--- src/rsc_defs.svh ---
`ifndef RSC_DEFS_SVH
`define RSC_DEFS_SVH

// register indexes on the plain register port
`define RSC_ADDR_CTRL 2'h0
`define RSC_ADDR_CAUSE 2'h1

// cause register bit positions
`define RSC_BIT_RSVD 7
`define RSC_BIT_UV 6
`define RSC_BIT_SW 5
`define RSC_BIT_WD 4
`define RSC_BIT_POR 3
`define RSC_BIT_PIN 2
`define RSC_BIT_CLK 1
`define RSC_BIT_LOCK 0

// control register bit positions
`define RSC_CTL_SWRST 7
`define RSC_CTL_UVRE 2
`define RSC_CTL_UVDE 0

// reset values
`define RSC_CAUSE_RST 8'h48
`define RSC_CTRL_RST 8'h05

// timing
`define RSC_HOLD_CYCLES 512
`define RSC_PIN_EDGES 4

`endif

--- src/rsc_pkg.sv ---
`default_nettype none
package rsc_pkg;
  typedef enum logic [2:0] {
    RSC_IDLE,
    RSC_BUS_WAIT,
    RSC_PIN_WAIT,
    RSC_LOCK_WAIT,
    RSC_COUNT
  } rsc_state_t;

  typedef struct packed {
    logic [7:0] cause;
    logic por;
    logic uv;
    logic clk_fail;
    logic lock_fail;
  } rsc_async_t;

  typedef struct packed {
    rsc_state_t state;
    logic [9:0] count;
    logic [2:0] pin_sync;
    logic [2:0] pin_cnt;
    logic pin_req;
    logic [7:0] cause;
    logic [7:0] pend;
    logic sw_req;
    logic uv_re;
    logic uv_de;
    logic reset_out;
    logic cfg_latch;
    logic [7:0] rdata;
  } rsc_regs_t;
endpackage : rsc_pkg
`default_nettype wire

--- src/rsc_sequencer.sv ---
`timescale 1ns/1ps
`default_nettype none
`include "rsc_defs.svh"
module rsc_sequencer
  import rsc_pkg::*;
#(
  parameter int HOLD_CYCLES = `RSC_HOLD_CYCLES
) (
  // clock and reset (rst_in is the power-on detector)
  input wire logic clk_in,
  input wire logic rst_in,
  // register port
  input wire logic [1:0] reg_addr_in,
  input wire logic [7:0] reg_wdata_in,
  input wire logic reg_wr_in,
  input wire logic reg_rd_in,
  output logic [7:0] reg_rdata_out,
  // reset sources
  input wire logic reset_in_n,
  input wire logic stop_mode_in,
  input wire logic watchdog_in,
  input wire logic undervoltage_in,
  input wire logic pll_mode_in,
  input wire logic pll_locked_in,
  input wire logic pll_clock_fail_in,
  input wire logic clock_fail_reset_en_in,
  input wire logic lock_fail_reset_en_in,
  // bus cycle handshake
  input wire logic bus_idle_in,
  output logic busmon_force_out,
  // reset outputs
  output logic reset_out_n,
  output logic undervoltage_irq_block_out,
  output logic config_latch_out
);

  // ****************************************
  // asynchronous sources
  // ****************************************
  logic ctl_uv_de;
  logic ctl_uv_re;
  logic uv_rst;
  logic clk_fail;
  logic lock_fail;
  logic stop_pin;
  logic async_hit;

  // undervoltage reset needs both enables; when it fires it also masks the interrupt path
  assign uv_rst = undervoltage_in & ctl_uv_de & ctl_uv_re;
  assign clk_fail = pll_mode_in & clock_fail_reset_en_in & pll_clock_fail_in;
  assign lock_fail = pll_mode_in & lock_fail_reset_en_in & ~pll_locked_in;
  // the pin cannot be sampled with clocks stopped, so in stop mode it is taken raw
  assign stop_pin = stop_mode_in & ~reset_in_n;
  // internal sources skip the bus wait: a failing clock may never end the cycle
  assign async_hit = clk_fail | lock_fail | stop_pin;
  assign undervoltage_irq_block_out = uv_rst;

  // ****************************************
  // decoders
  // ****************************************
  // outside pll mode there is no lock to wait for
  function automatic logic locked_ok(input logic pll_mode, input logic locked);
    locked_ok = ~pll_mode | locked;
  endfunction : locked_ok

  // one step of the pin filter: count agreed asserted samples, saturating at the threshold
  function automatic logic [2:0] pin_step(input logic [2:0] sync, input logic [2:0] cnt);
    logic [2:0] step;
    step = cnt;
    if (sync[2] == sync[1]) begin
      if (sync[2]) begin
        if (cnt != 3'(`RSC_PIN_EDGES)) begin
          step = cnt + 3'h1;
        end
      end else begin
        step = 3'h0;
      end
    end
    pin_step = step;
  endfunction : pin_step

  // place of each synchronous source in the cause word
  function automatic logic sync_bit(input int pos, input logic [2:0] hit);
    logic found;
    found = 1'b0;
    unique case (pos)
      `RSC_BIT_PIN: found = hit[0];
      `RSC_BIT_WD: found = hit[1];
      `RSC_BIT_SW: found = hit[2];
      default: found = 1'b0;
    endcase
    sync_bit = found;
  endfunction : sync_bit

  // cause word taken on entry to reset; power-on and undervoltage never come this way
  function automatic logic [7:0] entry_cause(
    input logic [7:0] pend,
    input logic clk_loss,
    input logic lock_loss,
    input logic pin_raw
  );
    logic [7:0] word;
    word = pend;
    word[`RSC_BIT_CLK] = clk_loss;
    word[`RSC_BIT_LOCK] = lock_loss;
    word[`RSC_BIT_PIN] = pend[`RSC_BIT_PIN] | pin_raw;
    word[`RSC_BIT_POR] = 1'b0;
    word[`RSC_BIT_UV] = 1'b0;
    word[`RSC_BIT_RSVD] = 1'b0;
    entry_cause = word;
  endfunction : entry_cause

  // control word as software reads it back; unused bits read as zero
  function automatic logic [7:0] ctrl_word(input logic sw, input logic uv_re, input logic uv_de);
    logic [7:0] word;
    word = 8'h00;
    word[`RSC_CTL_SWRST] = sw;
    word[`RSC_CTL_UVRE] = uv_re;
    word[`RSC_CTL_UVDE] = uv_de;
    ctrl_word = word;
  endfunction : ctrl_word

  // read mux; the unused indexes read zero
  function automatic logic [7:0] read_mux(input logic [1:0] addr, input logic [7:0] ctrl, input logic [7:0] cause);
    logic [7:0] word;
    word = 8'h00;
    unique case (addr)
      `RSC_ADDR_CTRL: word = ctrl;
      `RSC_ADDR_CAUSE: word = cause;
      default: word = 8'h00;
    endcase
    read_mux = word;
  endfunction : read_mux

  // ****************************************
  // state
  // ****************************************
  // flow: idle -> bus wait (synchronous) or straight to pin or lock wait (internal)
  // pin wait holds until the pin is released and its filter has cleared
  // lock wait holds while the pll reports no lock; count then runs the exact hold
  // a filtered pin assertion in lock wait or count goes back to pin wait
  // undervoltage and power-on override every state and restart in lock wait
  rsc_regs_t r_ff;
  rsc_regs_t nxt_r;
  logic pin_now;
  logic hold_last;
  logic [2:0] sync_hit;
  logic [7:0] sync_set;

  assign ctl_uv_de = r_ff.uv_de;
  assign ctl_uv_re = r_ff.uv_re;
  // a change counts once the second and third stages have agreed on four asserted samples
  assign pin_now = r_ff.pin_req;

  // ****************************************
  // synchronous request capture
  // ****************************************
  // pin outside stop mode, watchdog and software share one path to the bus wait
  assign sync_hit = {r_ff.sw_req, watchdog_in, pin_now & ~stop_mode_in};
  for (genvar bit_g = 0; bit_g < 8; bit_g++) begin : g_sync_bit
    assign sync_set[bit_g] = sync_bit(bit_g, sync_hit);
  end
  // last count of the hold; the counter is exact rather than approximate
  assign hold_last = (r_ff.count == 10'(HOLD_CYCLES - 1));

  always_comb begin
    nxt_r = r_ff;
    nxt_r.rdata = 8'h00;
    nxt_r.cfg_latch = 1'b0;

    // ****************************************
    // pin filter
    // ****************************************
    nxt_r.pin_sync = {r_ff.pin_sync[1:0], ~reset_in_n};
    nxt_r.pin_cnt = pin_step(r_ff.pin_sync, r_ff.pin_cnt);
    nxt_r.pin_req = (r_ff.pin_cnt == 3'(`RSC_PIN_EDGES));

    // ****************************************
    // register port
    // ****************************************
    // only the control word is writable; the cause word has no write path at all
    if (reg_wr_in && reg_addr_in == `RSC_ADDR_CTRL) begin
      if (reg_wdata_in[`RSC_CTL_SWRST]) begin
        nxt_r.sw_req = 1'b1;
      end
      nxt_r.uv_re = reg_wdata_in[`RSC_CTL_UVRE];
      nxt_r.uv_de = reg_wdata_in[`RSC_CTL_UVDE];
    end
    if (reg_rd_in) begin
      nxt_r.rdata = read_mux(reg_addr_in, ctrl_word(r_ff.sw_req, r_ff.uv_re, r_ff.uv_de), r_ff.cause);
    end

    // ****************************************
    // pending causes
    // ****************************************
    // they accumulate until bus wait takes the record, so synchronous sources arriving together all show unless an internal source hits in idle
    nxt_r.pend = r_ff.pend | sync_set;

    // ****************************************
    // reset flow
    // ****************************************

    unique case (r_ff.state)
      RSC_IDLE: begin
        if (async_hit) begin
          nxt_r.reset_out = 1'b1;
          // nothing synchronous is logged here, so only the internal bits can show
          nxt_r.cause = entry_cause(8'h00, clk_fail, lock_fail, stop_pin);
          nxt_r.pend = 8'h00;
          nxt_r.state = stop_pin ? RSC_PIN_WAIT : RSC_LOCK_WAIT;
        end else if (nxt_r.pend != 8'h00) begin
          nxt_r.state = RSC_BUS_WAIT;
        end
      end
      RSC_BUS_WAIT: begin
        // bus monitor guarantees termination, so writes in flight finish
        if (bus_idle_in || async_hit) begin
          nxt_r.reset_out = 1'b1;
          // a clock or lock loss met here is logged beside the synchronous bits
          nxt_r.cause = entry_cause(nxt_r.pend, clk_fail, lock_fail, 1'b0);
          nxt_r.pend = 8'h00;
          nxt_r.sw_req = 1'b0;
          nxt_r.state = RSC_PIN_WAIT;
        end
      end
      RSC_PIN_WAIT: begin
        if (reset_in_n && !r_ff.pin_req) begin
          nxt_r.state = RSC_LOCK_WAIT;
        end
      end
      RSC_LOCK_WAIT: begin
        nxt_r.count = 10'h000;
        if (r_ff.pin_req) begin
          nxt_r.state = RSC_PIN_WAIT;
        end else if (locked_ok(pll_mode_in, pll_locked_in)) begin
          nxt_r.state = RSC_COUNT;
        end
      end
      RSC_COUNT: begin
        nxt_r.count = r_ff.count + 10'h001;
        if (r_ff.pin_req) begin
          nxt_r.state = RSC_PIN_WAIT;
        end else if (!locked_ok(pll_mode_in, pll_locked_in) || pll_clock_fail_in) begin
          nxt_r.state = RSC_LOCK_WAIT;
        end else if (hold_last) begin
          nxt_r.cfg_latch = 1'b1;
          nxt_r.reset_out = 1'b0;
          nxt_r.sw_req = 1'b0;
          nxt_r.pend = 8'h00;
          nxt_r.state = RSC_IDLE;
        end
      end
      default: begin
        nxt_r.state = RSC_IDLE;
      end
    endcase

    // ****************************************
    // undervoltage override
    // ****************************************
    // undervoltage restarts from the top and owns the cause record
    if (uv_rst) begin
      nxt_r.state = RSC_LOCK_WAIT;
      nxt_r.reset_out = 1'b1;
      nxt_r.cause = 8'h00;
      nxt_r.cause[`RSC_BIT_UV] = 1'b1;
      nxt_r.pend = 8'h00;
      nxt_r.sw_req = 1'b0;
      nxt_r.count = 10'h000;
    end
  end

  // ****************************************
  // register update
  // ****************************************
  always_ff @(posedge clk_in or posedge rst_in) begin
    if (rst_in) begin
      // power-on: whole sequence from the start
      r_ff.state <= RSC_LOCK_WAIT;
      r_ff.count <= 10'h000;
      r_ff.pin_sync <= 3'h0;
      r_ff.pin_cnt <= 3'h0;
      r_ff.pin_req <= 1'b0;
      r_ff.cause <= `RSC_CAUSE_RST;
      r_ff.pend <= 8'h00;
      r_ff.sw_req <= 1'b0;
      r_ff.uv_re <= 1'b1;
      r_ff.uv_de <= 1'b1;
      r_ff.reset_out <= 1'b1;
      r_ff.cfg_latch <= 1'b0;
      r_ff.rdata <= 8'h00;
    end else begin
      r_ff <= nxt_r;
    end
  end

  // ****************************************
  // outputs
  // ****************************************
  assign reg_rdata_out = r_ff.rdata;
  assign reset_out_n = ~r_ff.reset_out;
  assign busmon_force_out = (r_ff.state == RSC_BUS_WAIT);
  assign config_latch_out = r_ff.cfg_latch;

endmodule : rsc_sequencer
`default_nettype wire

--- config.mk ---
export PLATFORM = sky130hd
export DESIGN_NAME = rsc_sequencer
export DESIGN_NICKNAME = d
export VERILOG_FILES = /design/src/rsc_pkg.sv /design/src/rsc_sequencer.sv
export VERILOG_INCLUDE_DIRS = /design/src
export SDC_FILE = /design/constraint.sdc
export NUM_CORES = 1
export LEC_CHECK = 0
export BUFFER_PORTS_ARGS = -buffer_cell sky130_fd_sc_hd__buf_2
export CAP_MARGIN = 5
export CORE_MARGIN = 2
export CORE_UTILIZATION = 50
export CTS_CLUSTER_DIAMETER = 60
export DETAILED_ROUTE_END_ITERATION = 8
export PLACE_DENSITY = 0.72
export SLEW_MARGIN = 0
export SYNTH_ARGS = -nofsm -noshare
export SYNTH_HDL_FRONTEND = slang
export SYNTH_SLANG_ARGS = --single-unit
export TNS_END_PERCENT = 1
--- constraint.sdc ---
create_clock -name clk_in -period 2.6 [get_ports clk_in]
set_input_delay 0.26 -clock clk_in [delete_from_list [all_inputs] [get_ports clk_in]]
set_output_delay 0.26 -clock clk_in [all_outputs]
set_load 0.02 [all_outputs]
=== Yosys cells after proc, flatten, opt, wreduce, memory -nomap -nowiden ===
Index checks and enable logic that the tools add are counted.

* Add/subtract/negate cells: 2
* Equal/unequal tests: 19
* Multiplexer cells: 36
* Bitwise logic cells: 17
* Reduce and logical (&&, ||, !) cells: 16

{| class="wikitable"
|+ Operators with widths
! operator !! count
|-
| $mux W3 || 12
|-
| $mux W17 || 2
|-
| $pmux W8 S2 || 2
|-
| $mux W9 || 3
|-
| $pmux W8 S3 || 1
|-
| $pmux W10 S2 || 1
|-
| $ne A3 B3 Y1 const B || 6
|-
| $mux W16 || 1
|-
| $pmux W3 S5 || 1
|-
| $mux W13 || 1
|-
| $add A10 B1 Y10 const B || 1
|-
| $eq A10 B9 Y1 const B || 1
|-
| $and A1 B1 Y1 || 8
|-
| $mux W8 || 1
|-
| $ne A4 B4 Y1 const B || 2
|-
| $or A8 B6 Y8 || 1
|-
| $reduce_bool A8 Y1 || 1
|-
| $eq A3 B2 Y1 const B || 2
|-
| $eq A3 B3 Y1 const B || 2
|-
| $mux W1 || 6
|-
| $mux W2 || 3
|-
| $reduce_and A6 Y1 || 1
|-
| $reduce_bool A3 Y1 || 2
|-
| $ne A5 B5 Y1 const B || 1
|-
| 19 further kinds || 28
|}

* Register bits after elaboration: 49
* Input bits: 24
* Output and inout port bits: 12
* Word-level logic and storage cells: 103

=== Logic depth before layout (Yosys ltp) ===
Gate-level depths: netlist of run 1.

* Word-level depth: 8
* Depth in mapped cells: 6
* Mapped depth without buffers: 6

=== Least setup slack after synthesis of run 1 ===
Ideal clock, no wire load.

* Path type: flip-flop to flip-flop
* Start: reg r_ff[46] in the netlist's numbering
* End: reg r_ff[23] in the netlist's numbering
* Library setup time: 0.067 ns
* Arrival time: 1.627 ns
* Data required time: 2.533 ns
* Slack: 0.907 ns
* Stages on the path, launching flop included: 7
* Buffers on the path: 1
* Clock period less this slack: 1.693 ns
* Cell sequence: dfstp_2 > clkbuf_1 > nand2b_1 > nor2_1 > o211ai_1 > nor2_1 > o32a_1

* Cells in the longest elaborated chain, start to end: 3
* Elaborated cells on any way between the ends: 8
* Classes of those cells: eq/ne: 3; mux: 2; reduce/logical: 3

{| class="wikitable"
|+ RTL lines
! what !! RTL line !! text
|-
| start: declaration || rsc_sequencer.sv:143 || <nowiki>rsc_regs_t r_ff;</nowiki>
|-
| start signal: assignment || rsc_sequencer.sv:293 || <nowiki>r_ff <= nxt_r;</nowiki>
|-
| $eq A3 B1 Y1 * || n/a ||
|-
| named net busmon_force_out || rsc_sequencer.sv:30 || <nowiki>output logic busmon_force_out,</nowiki>
|-
| $ne A3 B1 Y1 (no source line), or another cell as far along || n/a ||
|-
| $reduce_and A3 Y1 (no source line) / $mux W17 (equally long branches) || n/a ||
|}

Mark *: on every way through the listed nets, which the timed path passes. The rest lies on a longest branch.
A chain may end at the register's enable or synchronous reset.

==> impl_metrics.ini, run 1 <==
[power_and_ir_drop]
switchingPower_w = 0.000683
p_sw_share_pct = 33.7
internal-power_w = 0.00134
p_seq_share_pct = 46.8
pwr-share-comb_pct = 27.8
p_clk_share_pct = 25.4
finalPower_w = 0.00203
leakagePower_nw = 1.16
cellPowerDensity_nw_per_um2 = 834
vdd_drop_max_v = 0.000352

[critical_path]
start_kind = register
crit_type = register to register
arrival_ns = 2.13
rr_endpoint = r_ff[15]$_DFF_PP0_
path_depth = 6
crit_buf_inv = 0
cp_cell_sequence = ha_1 -> nand3_1 -> or3_1 -> o31ai_1 -> a31oi_1 -> nor2b_1
cpPeakStageDelay_ns = 0.45
r2r_start = r_ff[36]$_DFFE_PP0P_
cp-startpoint = r_ff[36]$_DFFE_PP0P_
crit_fanout = 5
r2r_cells = 6
path_delay_family = simple AND/OR/NAND/NOR gates
slowest_stage = or3_1
cp.required_ns = 2.79
critPathCaptureType = register
endpoint = r_ff[15]$_DFF_PP0_
r2r_slack_ns = 0.66

[finish]
area_growth_pct = 11.4
drive_gt1_share_pct = 23.0
nets = 270
stdcell_area_sq_um = 2430
nFillCells = 383
diodes = 0
multiInputGateArea_sq_um = 971
seq_area_sq_um = 1080
fin_util_pct = 57.0

[cts]
cts_tree = built
cts_resized = 0
cts_max_level = 2
cts_inserted_buffers = 5
clockBufferDepth = 2
cts-root-buf = clkbuf_8
cts_hold_buffers = 0
clock-sinks = 43
clock_latency_ns = 0.30
path_clk_slew_ns = 0.08
post_cts_buffers = 0

[yosys]
synth_ff_type = dfrtp_1
ys_seq_area_share_pct = 49.7
synthCells = 218
netlist_area_sq_um = 2180
ys_ff_latch = 43
syn_area_per_cell_sq_um = 10.0
yosys_warnings = 0
synth_edf_count = 0
syn_nets = 245
synthArstFlopShare_pct = 100
synthDistinctLibCells = 48
yosys.area.top_type_share_pct = 41.3
synth_area_leader_cell = dfrtp_1
ys_top_cells_by_count = dfrtp_1 (36), nand2_1 (19), nor2_1 (19)
yosysMostFrequentCell = dfrtp_1
ys_top_cells_by_area = dfrtp_1 (41%), dfstp_2 (8.4%), o21ai_0 (3.7%)

[placement]
postPlaceCellArea_sq_um = 2320
hpwl_um = 3010
place.gp.congestion = 0.835
portBuffers = 30

[drt]
drt_first_pass_iters = 4
drt_iter0_drc = 100
dr_total_vias = 1629
ant_nets = 0
drc = 0
route.met2.wl_um = 1900
avgRoutedWirePerCell_um = 14.0
highest_layer = met4
met3_length_um = 189
wl_um = 4130
viasPerCell = 5.50
wl_met1_um = 1970

[timing]
final_max_slew_viol_count = 0
clock_skew_ns = 0.00567
hold_ws_ns = 0.0700
min_period_ns = 1.94
worst_pin_slew_ns = 0.709
hold_viol = 0
finalSetupTns_ns = 0
fmax_mhz = 516
rsz0062_at_grt = no
fin_crit_sh_pct = 74.6
setup_violations = 0
maxSlewHeadroom_pct = 52.7

[grt]
grt.overflow.total = 0
grt_usage_pct = 19.3
grt_pass1_wl_um = 7450
first_global_vias = 1592
grt_max_degree = 44
antenna_found_initial = 0

[floorplan]
rows = 24
core_area_sq_um = 4260
io_pins = 36
die_area_sq_um = 4910
die_y_um = 70.0
fp.dieW_um = 70.0
start_util_pct = 51.1

[worst_hold_path]
hp-class = primary input to asynchronous set/reset pin

[flow_run]
max_cap_viol_count = 0

[run_status]
outcome = completed
[registers in the layout, summed over array words and instances (netlist names)]
name,flops
config_latch_out,1
ctl_uv_de,1
ctl_uv_re,1
nxt_r,2
pin_now,1
r_ff,29
reg_rdata_out,8
[layout by cell type (no fill, tap or decap), types with 3 or more instances in the layout]
master and count:
clkbuf_8 5, o21ai_0 16, nor2_1 19, and3_1 8, o31ai_1 4, ha_1 3, inv_1 9, nor3b_1 3
a21oi_1 7, dfrtp_1 36, mux2i_1 5, nand2b_1 3, or3_1 4, dfstp_2 7, nor2b_1 9, nand3_1 9
buf_2 30, nor3_1 5, a22o_1 3, nand2_1 19
[cell type report]
cell class / count / share of cell area, %
well taps: 52 / 2.68
inverters: 10 / 1.55
multi-input cells: 152 / 40.0
repair buffers: 31 / 6.49
clock buffers: 5 / 2.83
flip-flops and latches: 43 / 44.7
clock inverters: 3 / 1.80
[power by group through the flow]
stage               registers (W)  logic, W  clock network, W
floorplan                0.000869  0.000528                 0
global placement         0.000950  0.000558                 0
detailed placement       0.000956  0.000568                 0
CTS                      0.000944  0.000570          0.000533
global route             0.000967  0.000640          0.000554
finish                   0.000948  0.000563          0.000515
[kinds of logic (layout without fill, tap and decap cells)]
kind of cell,Yosys count,in the layout,synth area share (%)
simple gates,89,89,22.0
compound gates,51,51,16.7
flops,43,43,49.7
buf+inv,23,49,5.74
mux,7,7,3.33
fa+ha+maj,3,3,1.72
xor+xnor,2,2,0.803
[worst min-delay path, delay by kind of cell]
kind | cells | cell delay (ns)
buf+inv | 3 | 0.56
[metrics by stage]
stage	setup WS (ns)	instances
3_5_place_dp	0.660	288
3_3_place_gp	0.675	288
4_1_cts	0.653	296
6_report	0.661	296
2_1_floorplan	0.907	218
5_1_grt	0.547	296
[worst min path at each step]
stage | startpoint | depth (start not counted) | to
final | rst_in | 3 | r_ff[17]$_DFF_PP0_
after detailed placement | nxt_r[34]$_DFF_PP0_ | 0 | nxt_r[35]$_DFF_PP0_
after floorplan | reset_in_n | 1 | nxt_r[34]$_DFF_PP0_
after global placement | nxt_r[34]$_DFF_PP0_ | 0 | nxt_r[35]$_DFF_PP0_
after CTS | rst_in | 3 | r_ff[25]$_DFFE_PP0P_
after global routing | rst_in | 3 | r_ff[17]$_DFF_PP0_
[layer usage]
| metal | vias to the layer above | global-route usage [%] |
|---|---|---|
| met1 | 774 | 26.3 |
| met2 | 35 | 29.7 |
| li1 | 812 | - |
| met3 | 8 | 4.76 |
| met5 | - | 0 |
| met4 | 0 | 7.69 |
(Power assumes the default switching activity.)
==> run 2: changes to the inputs <==
Settings changed: ABC_AREA set to 1, PLACE_DENSITY 0.72 to 0.74.
Clock period 2.6 ns to 1.75 ns, I/O delays scaled along.
==> impl_metrics.ini, run 2 <==
[yosys]
ys_ff_latch = 43
ys_top_cells_by_area = dfrtp_1 (38%), nand2_1 (9.1%), dfstp_2 (7.8%)
synthCells = 281
syn_area_per_cell_sq_um = 8.34
synthDistinctLibCells = 31
synth_area_leader_cell = dfrtp_1
synth_ff_type = dfrtp_1
yosys_warnings = 0
ys_top_cells_by_count = nand2_1 (57), inv_1 (43), dfrtp_1 (36)
synth_edf_count = 0
netlist_area_sq_um = 2340
ys_seq_area_share_pct = 46.3
yosysMostFrequentCell = nand2_1
syn_nets = 308
synthArstFlopShare_pct = 100
yosys.area.top_type_share_pct = 38.4

[power_and_ir_drop]
finalPower_w = 0.00351
pwr-share-comb_pct = 35.6
leakagePower_nw = 1.37
p_seq_share_pct = 38.4
vdd_drop_max_v = 0.000645
switchingPower_w = 0.00129
p_clk_share_pct = 26.0
internal-power_w = 0.00222
cellPowerDensity_nw_per_um2 = 1330
p_sw_share_pct = 36.9

[critical_path]
start_kind = register
critPathCaptureType = register
slowest_stage = dfrtp_1
r2r_slack_ns = 0.19
cp_cell_sequence = ha_1 -> nand2_2 -> nor2_4 -> nand3_2 -> nor2_2 -> inv_1 -> nand2_1 -> nand3_1 -> nand2_1 -> inv_1
cp.required_ns = 1.94
cpPeakStageDelay_ns = 0.41
crit_fanout = 5
arrival_ns = 1.75
crit_type = register to register

[timing]
maxSlewHeadroom_pct = 64.1
fin_crit_sh_pct = 88.9
finalSetupTns_ns = 0
fmax_mhz = 643
clock_skew_ns = 0.00491
setup_violations = 0
final_max_slew_viol_count = 0
hold_viol = 0
worst_pin_slew_ns = 0.539
rsz0062_at_grt = no
min_period_ns = 1.56

[cts]
cts-root-buf = clkbuf_8
cts_tree = built
clockBufferDepth = 2
clock_latency_ns = 0.29
cts_max_level = 2
path_clk_slew_ns = 0.08
cts_hold_buffers = 0
post_cts_buffers = 0
clock-sinks = 43
cts_resized = 0
cts_inserted_buffers = 5

[finish]
drive_gt1_share_pct = 26.3
layout_common_cells = nand2_1 (57), inv_1 (43), dfrtp_1 (36), buf_2 (30), nor2_1 (26)
area_growth_pct = 13.0
top_register = r_ff
diodes = 0
layout_commonest_cell = nand2_1
nets = 338
largest_reg_flops = 29
stdcell_count = 364
nFillCells = 383

[drt]
drc = 0
avgRoutedWirePerCell_um = 11.6
ant_nets = 0
drt_iter0_drc = 50
wl_um = 4220
drt_first_pass_iters = 4
dr_total_vias = 1823
viasPerCell = 5.01

[floorplan]
io_pins = 36
die_area_sq_um = 5250
start_util_pct = 52.7
core_area_sq_um = 4440
rows = 24
die_y_um = 72.5
fp.dieW_um = 72.5

[grt]
first_global_vias = 1745
grt.overflow.total = 0
grt_use_met2_pct = 29.4
grt_usage_pct = 18.1
grtUsageMet3_pct = 4.03
antenna_found_initial = 0
top_usage_layer = met2
grt_max_degree = 44
grt_use_met1_pct = 24.5
grt_pass1_wl_um = 7380

[placement]
dp_cells = 356
portBuffers = 30
place.gp.congestion = 0.842
hpwl_um = 3190

[worst_hold_path]
hp-class = primary input to asynchronous set/reset pin

[flow_run]
max_cap_viol_count = 0

[run_status]
outcome = completed
-- run 2: cell types whose count changed after synthesis, sizes merged, moves of 4 or more --
cell and delta:
nand3 +14, mux2i -5, or3 -4, nand4 +7
nor2b -9, nor3 -5, inv +38, nor2 +21
and3 -8, nand2 +45
-- run 2: stage by stage --
stage	util, %	setup WS (ns)	hold WS (ns)	instance area (sq um)
floorplan	-	0.348	0.238	2340
global placement	56.4	0.220	0.335	2510
detailed placement	56.4	0.143	0.344	2510
CTS	59.5	0.131	0.0297	2640
global route	59.6	0.0367	0.0639	2650
finish	59.6	0.195	0.0118	2650
-- run 2: cell families (layout without fill, tap and decap cells) --
logic type      Yosys count  count (layout)  share of synthesized area [%]
simple gates            139             139                           31.7
buf+inv                  57              88                           10.7
flops                    43              43                           46.3
compound gates           36              36                           8.49
fa+ha+maj                 3               3                           1.60
xor+xnor                  2               2                          0.748
mux                       1               1                          0.480
-- run 2: layout make-up --
class                   count  area (sq um)  area share (%)
multi-input cells         181          1010            38.3
repair buffers             32           165            6.24
clock buffers               5          68.8            2.60
inverters                  48           183            6.90
clock inverters             3          67.6            2.55
well taps                  52          65.1            2.46
flip-flops and latches     43          1080            41.0
-- run 2: worst max-delay path, delay by kind of cell, from the launching register on --
kind	cells	cell delay (ns)
buffers and inverters	2	0.12
adder cells (fa/ha/maj)	1	0.22
AND/OR/NAND/NOR	7	0.72
flip-flops	1	0.41
-- run 2: path summary, 6_finish.rpt --
path | start | end | cells after the start
max | r_ff[36]$_DFFE_PP0P_ | r_ff[12]$_DFF_PP0_ | 10
min | rst_in | config_latch_out$_DFF_PP0_ | 3
max reg2reg | r_ff[36]$_DFFE_PP0P_ | r_ff[12]$_DFF_PP0_ | 10
min reg2reg | nxt_r[34]$_DFF_PP0_ | nxt_r[35]$_DFF_PP0_ | 0
max in group asynchronous | rst_in | r_ff[47]$_DFFE_PP1P_ | 3
min in group clk_in | reset_in_n | nxt_r[34]$_DFF_PP0_ | 2
-- run 2: power groups by stage --
stage | logic [W] | clock network, W | registers (W)
final | 0.00125 | 0.000913 | 0.00135
after global placement | 0.00123 | 0 | 0.00136
after CTS | 0.00126 | 0.000930 | 0.00135
after floorplan | 0.00102 | 0 | 0.00134
after global routing | 0.00143 | 0.000964 | 0.00138
after detailed placement | 0.00125 | 0 | 0.00137
-- run 2: metal layers --
metal | share of wire, % | vias to the layer above
met1 | 49 | 848
met2 | 46 | 29
met5 | 0 | -
met3 | 3.4 | 2
li1 | - | 944
met4 | 0.81 | 0
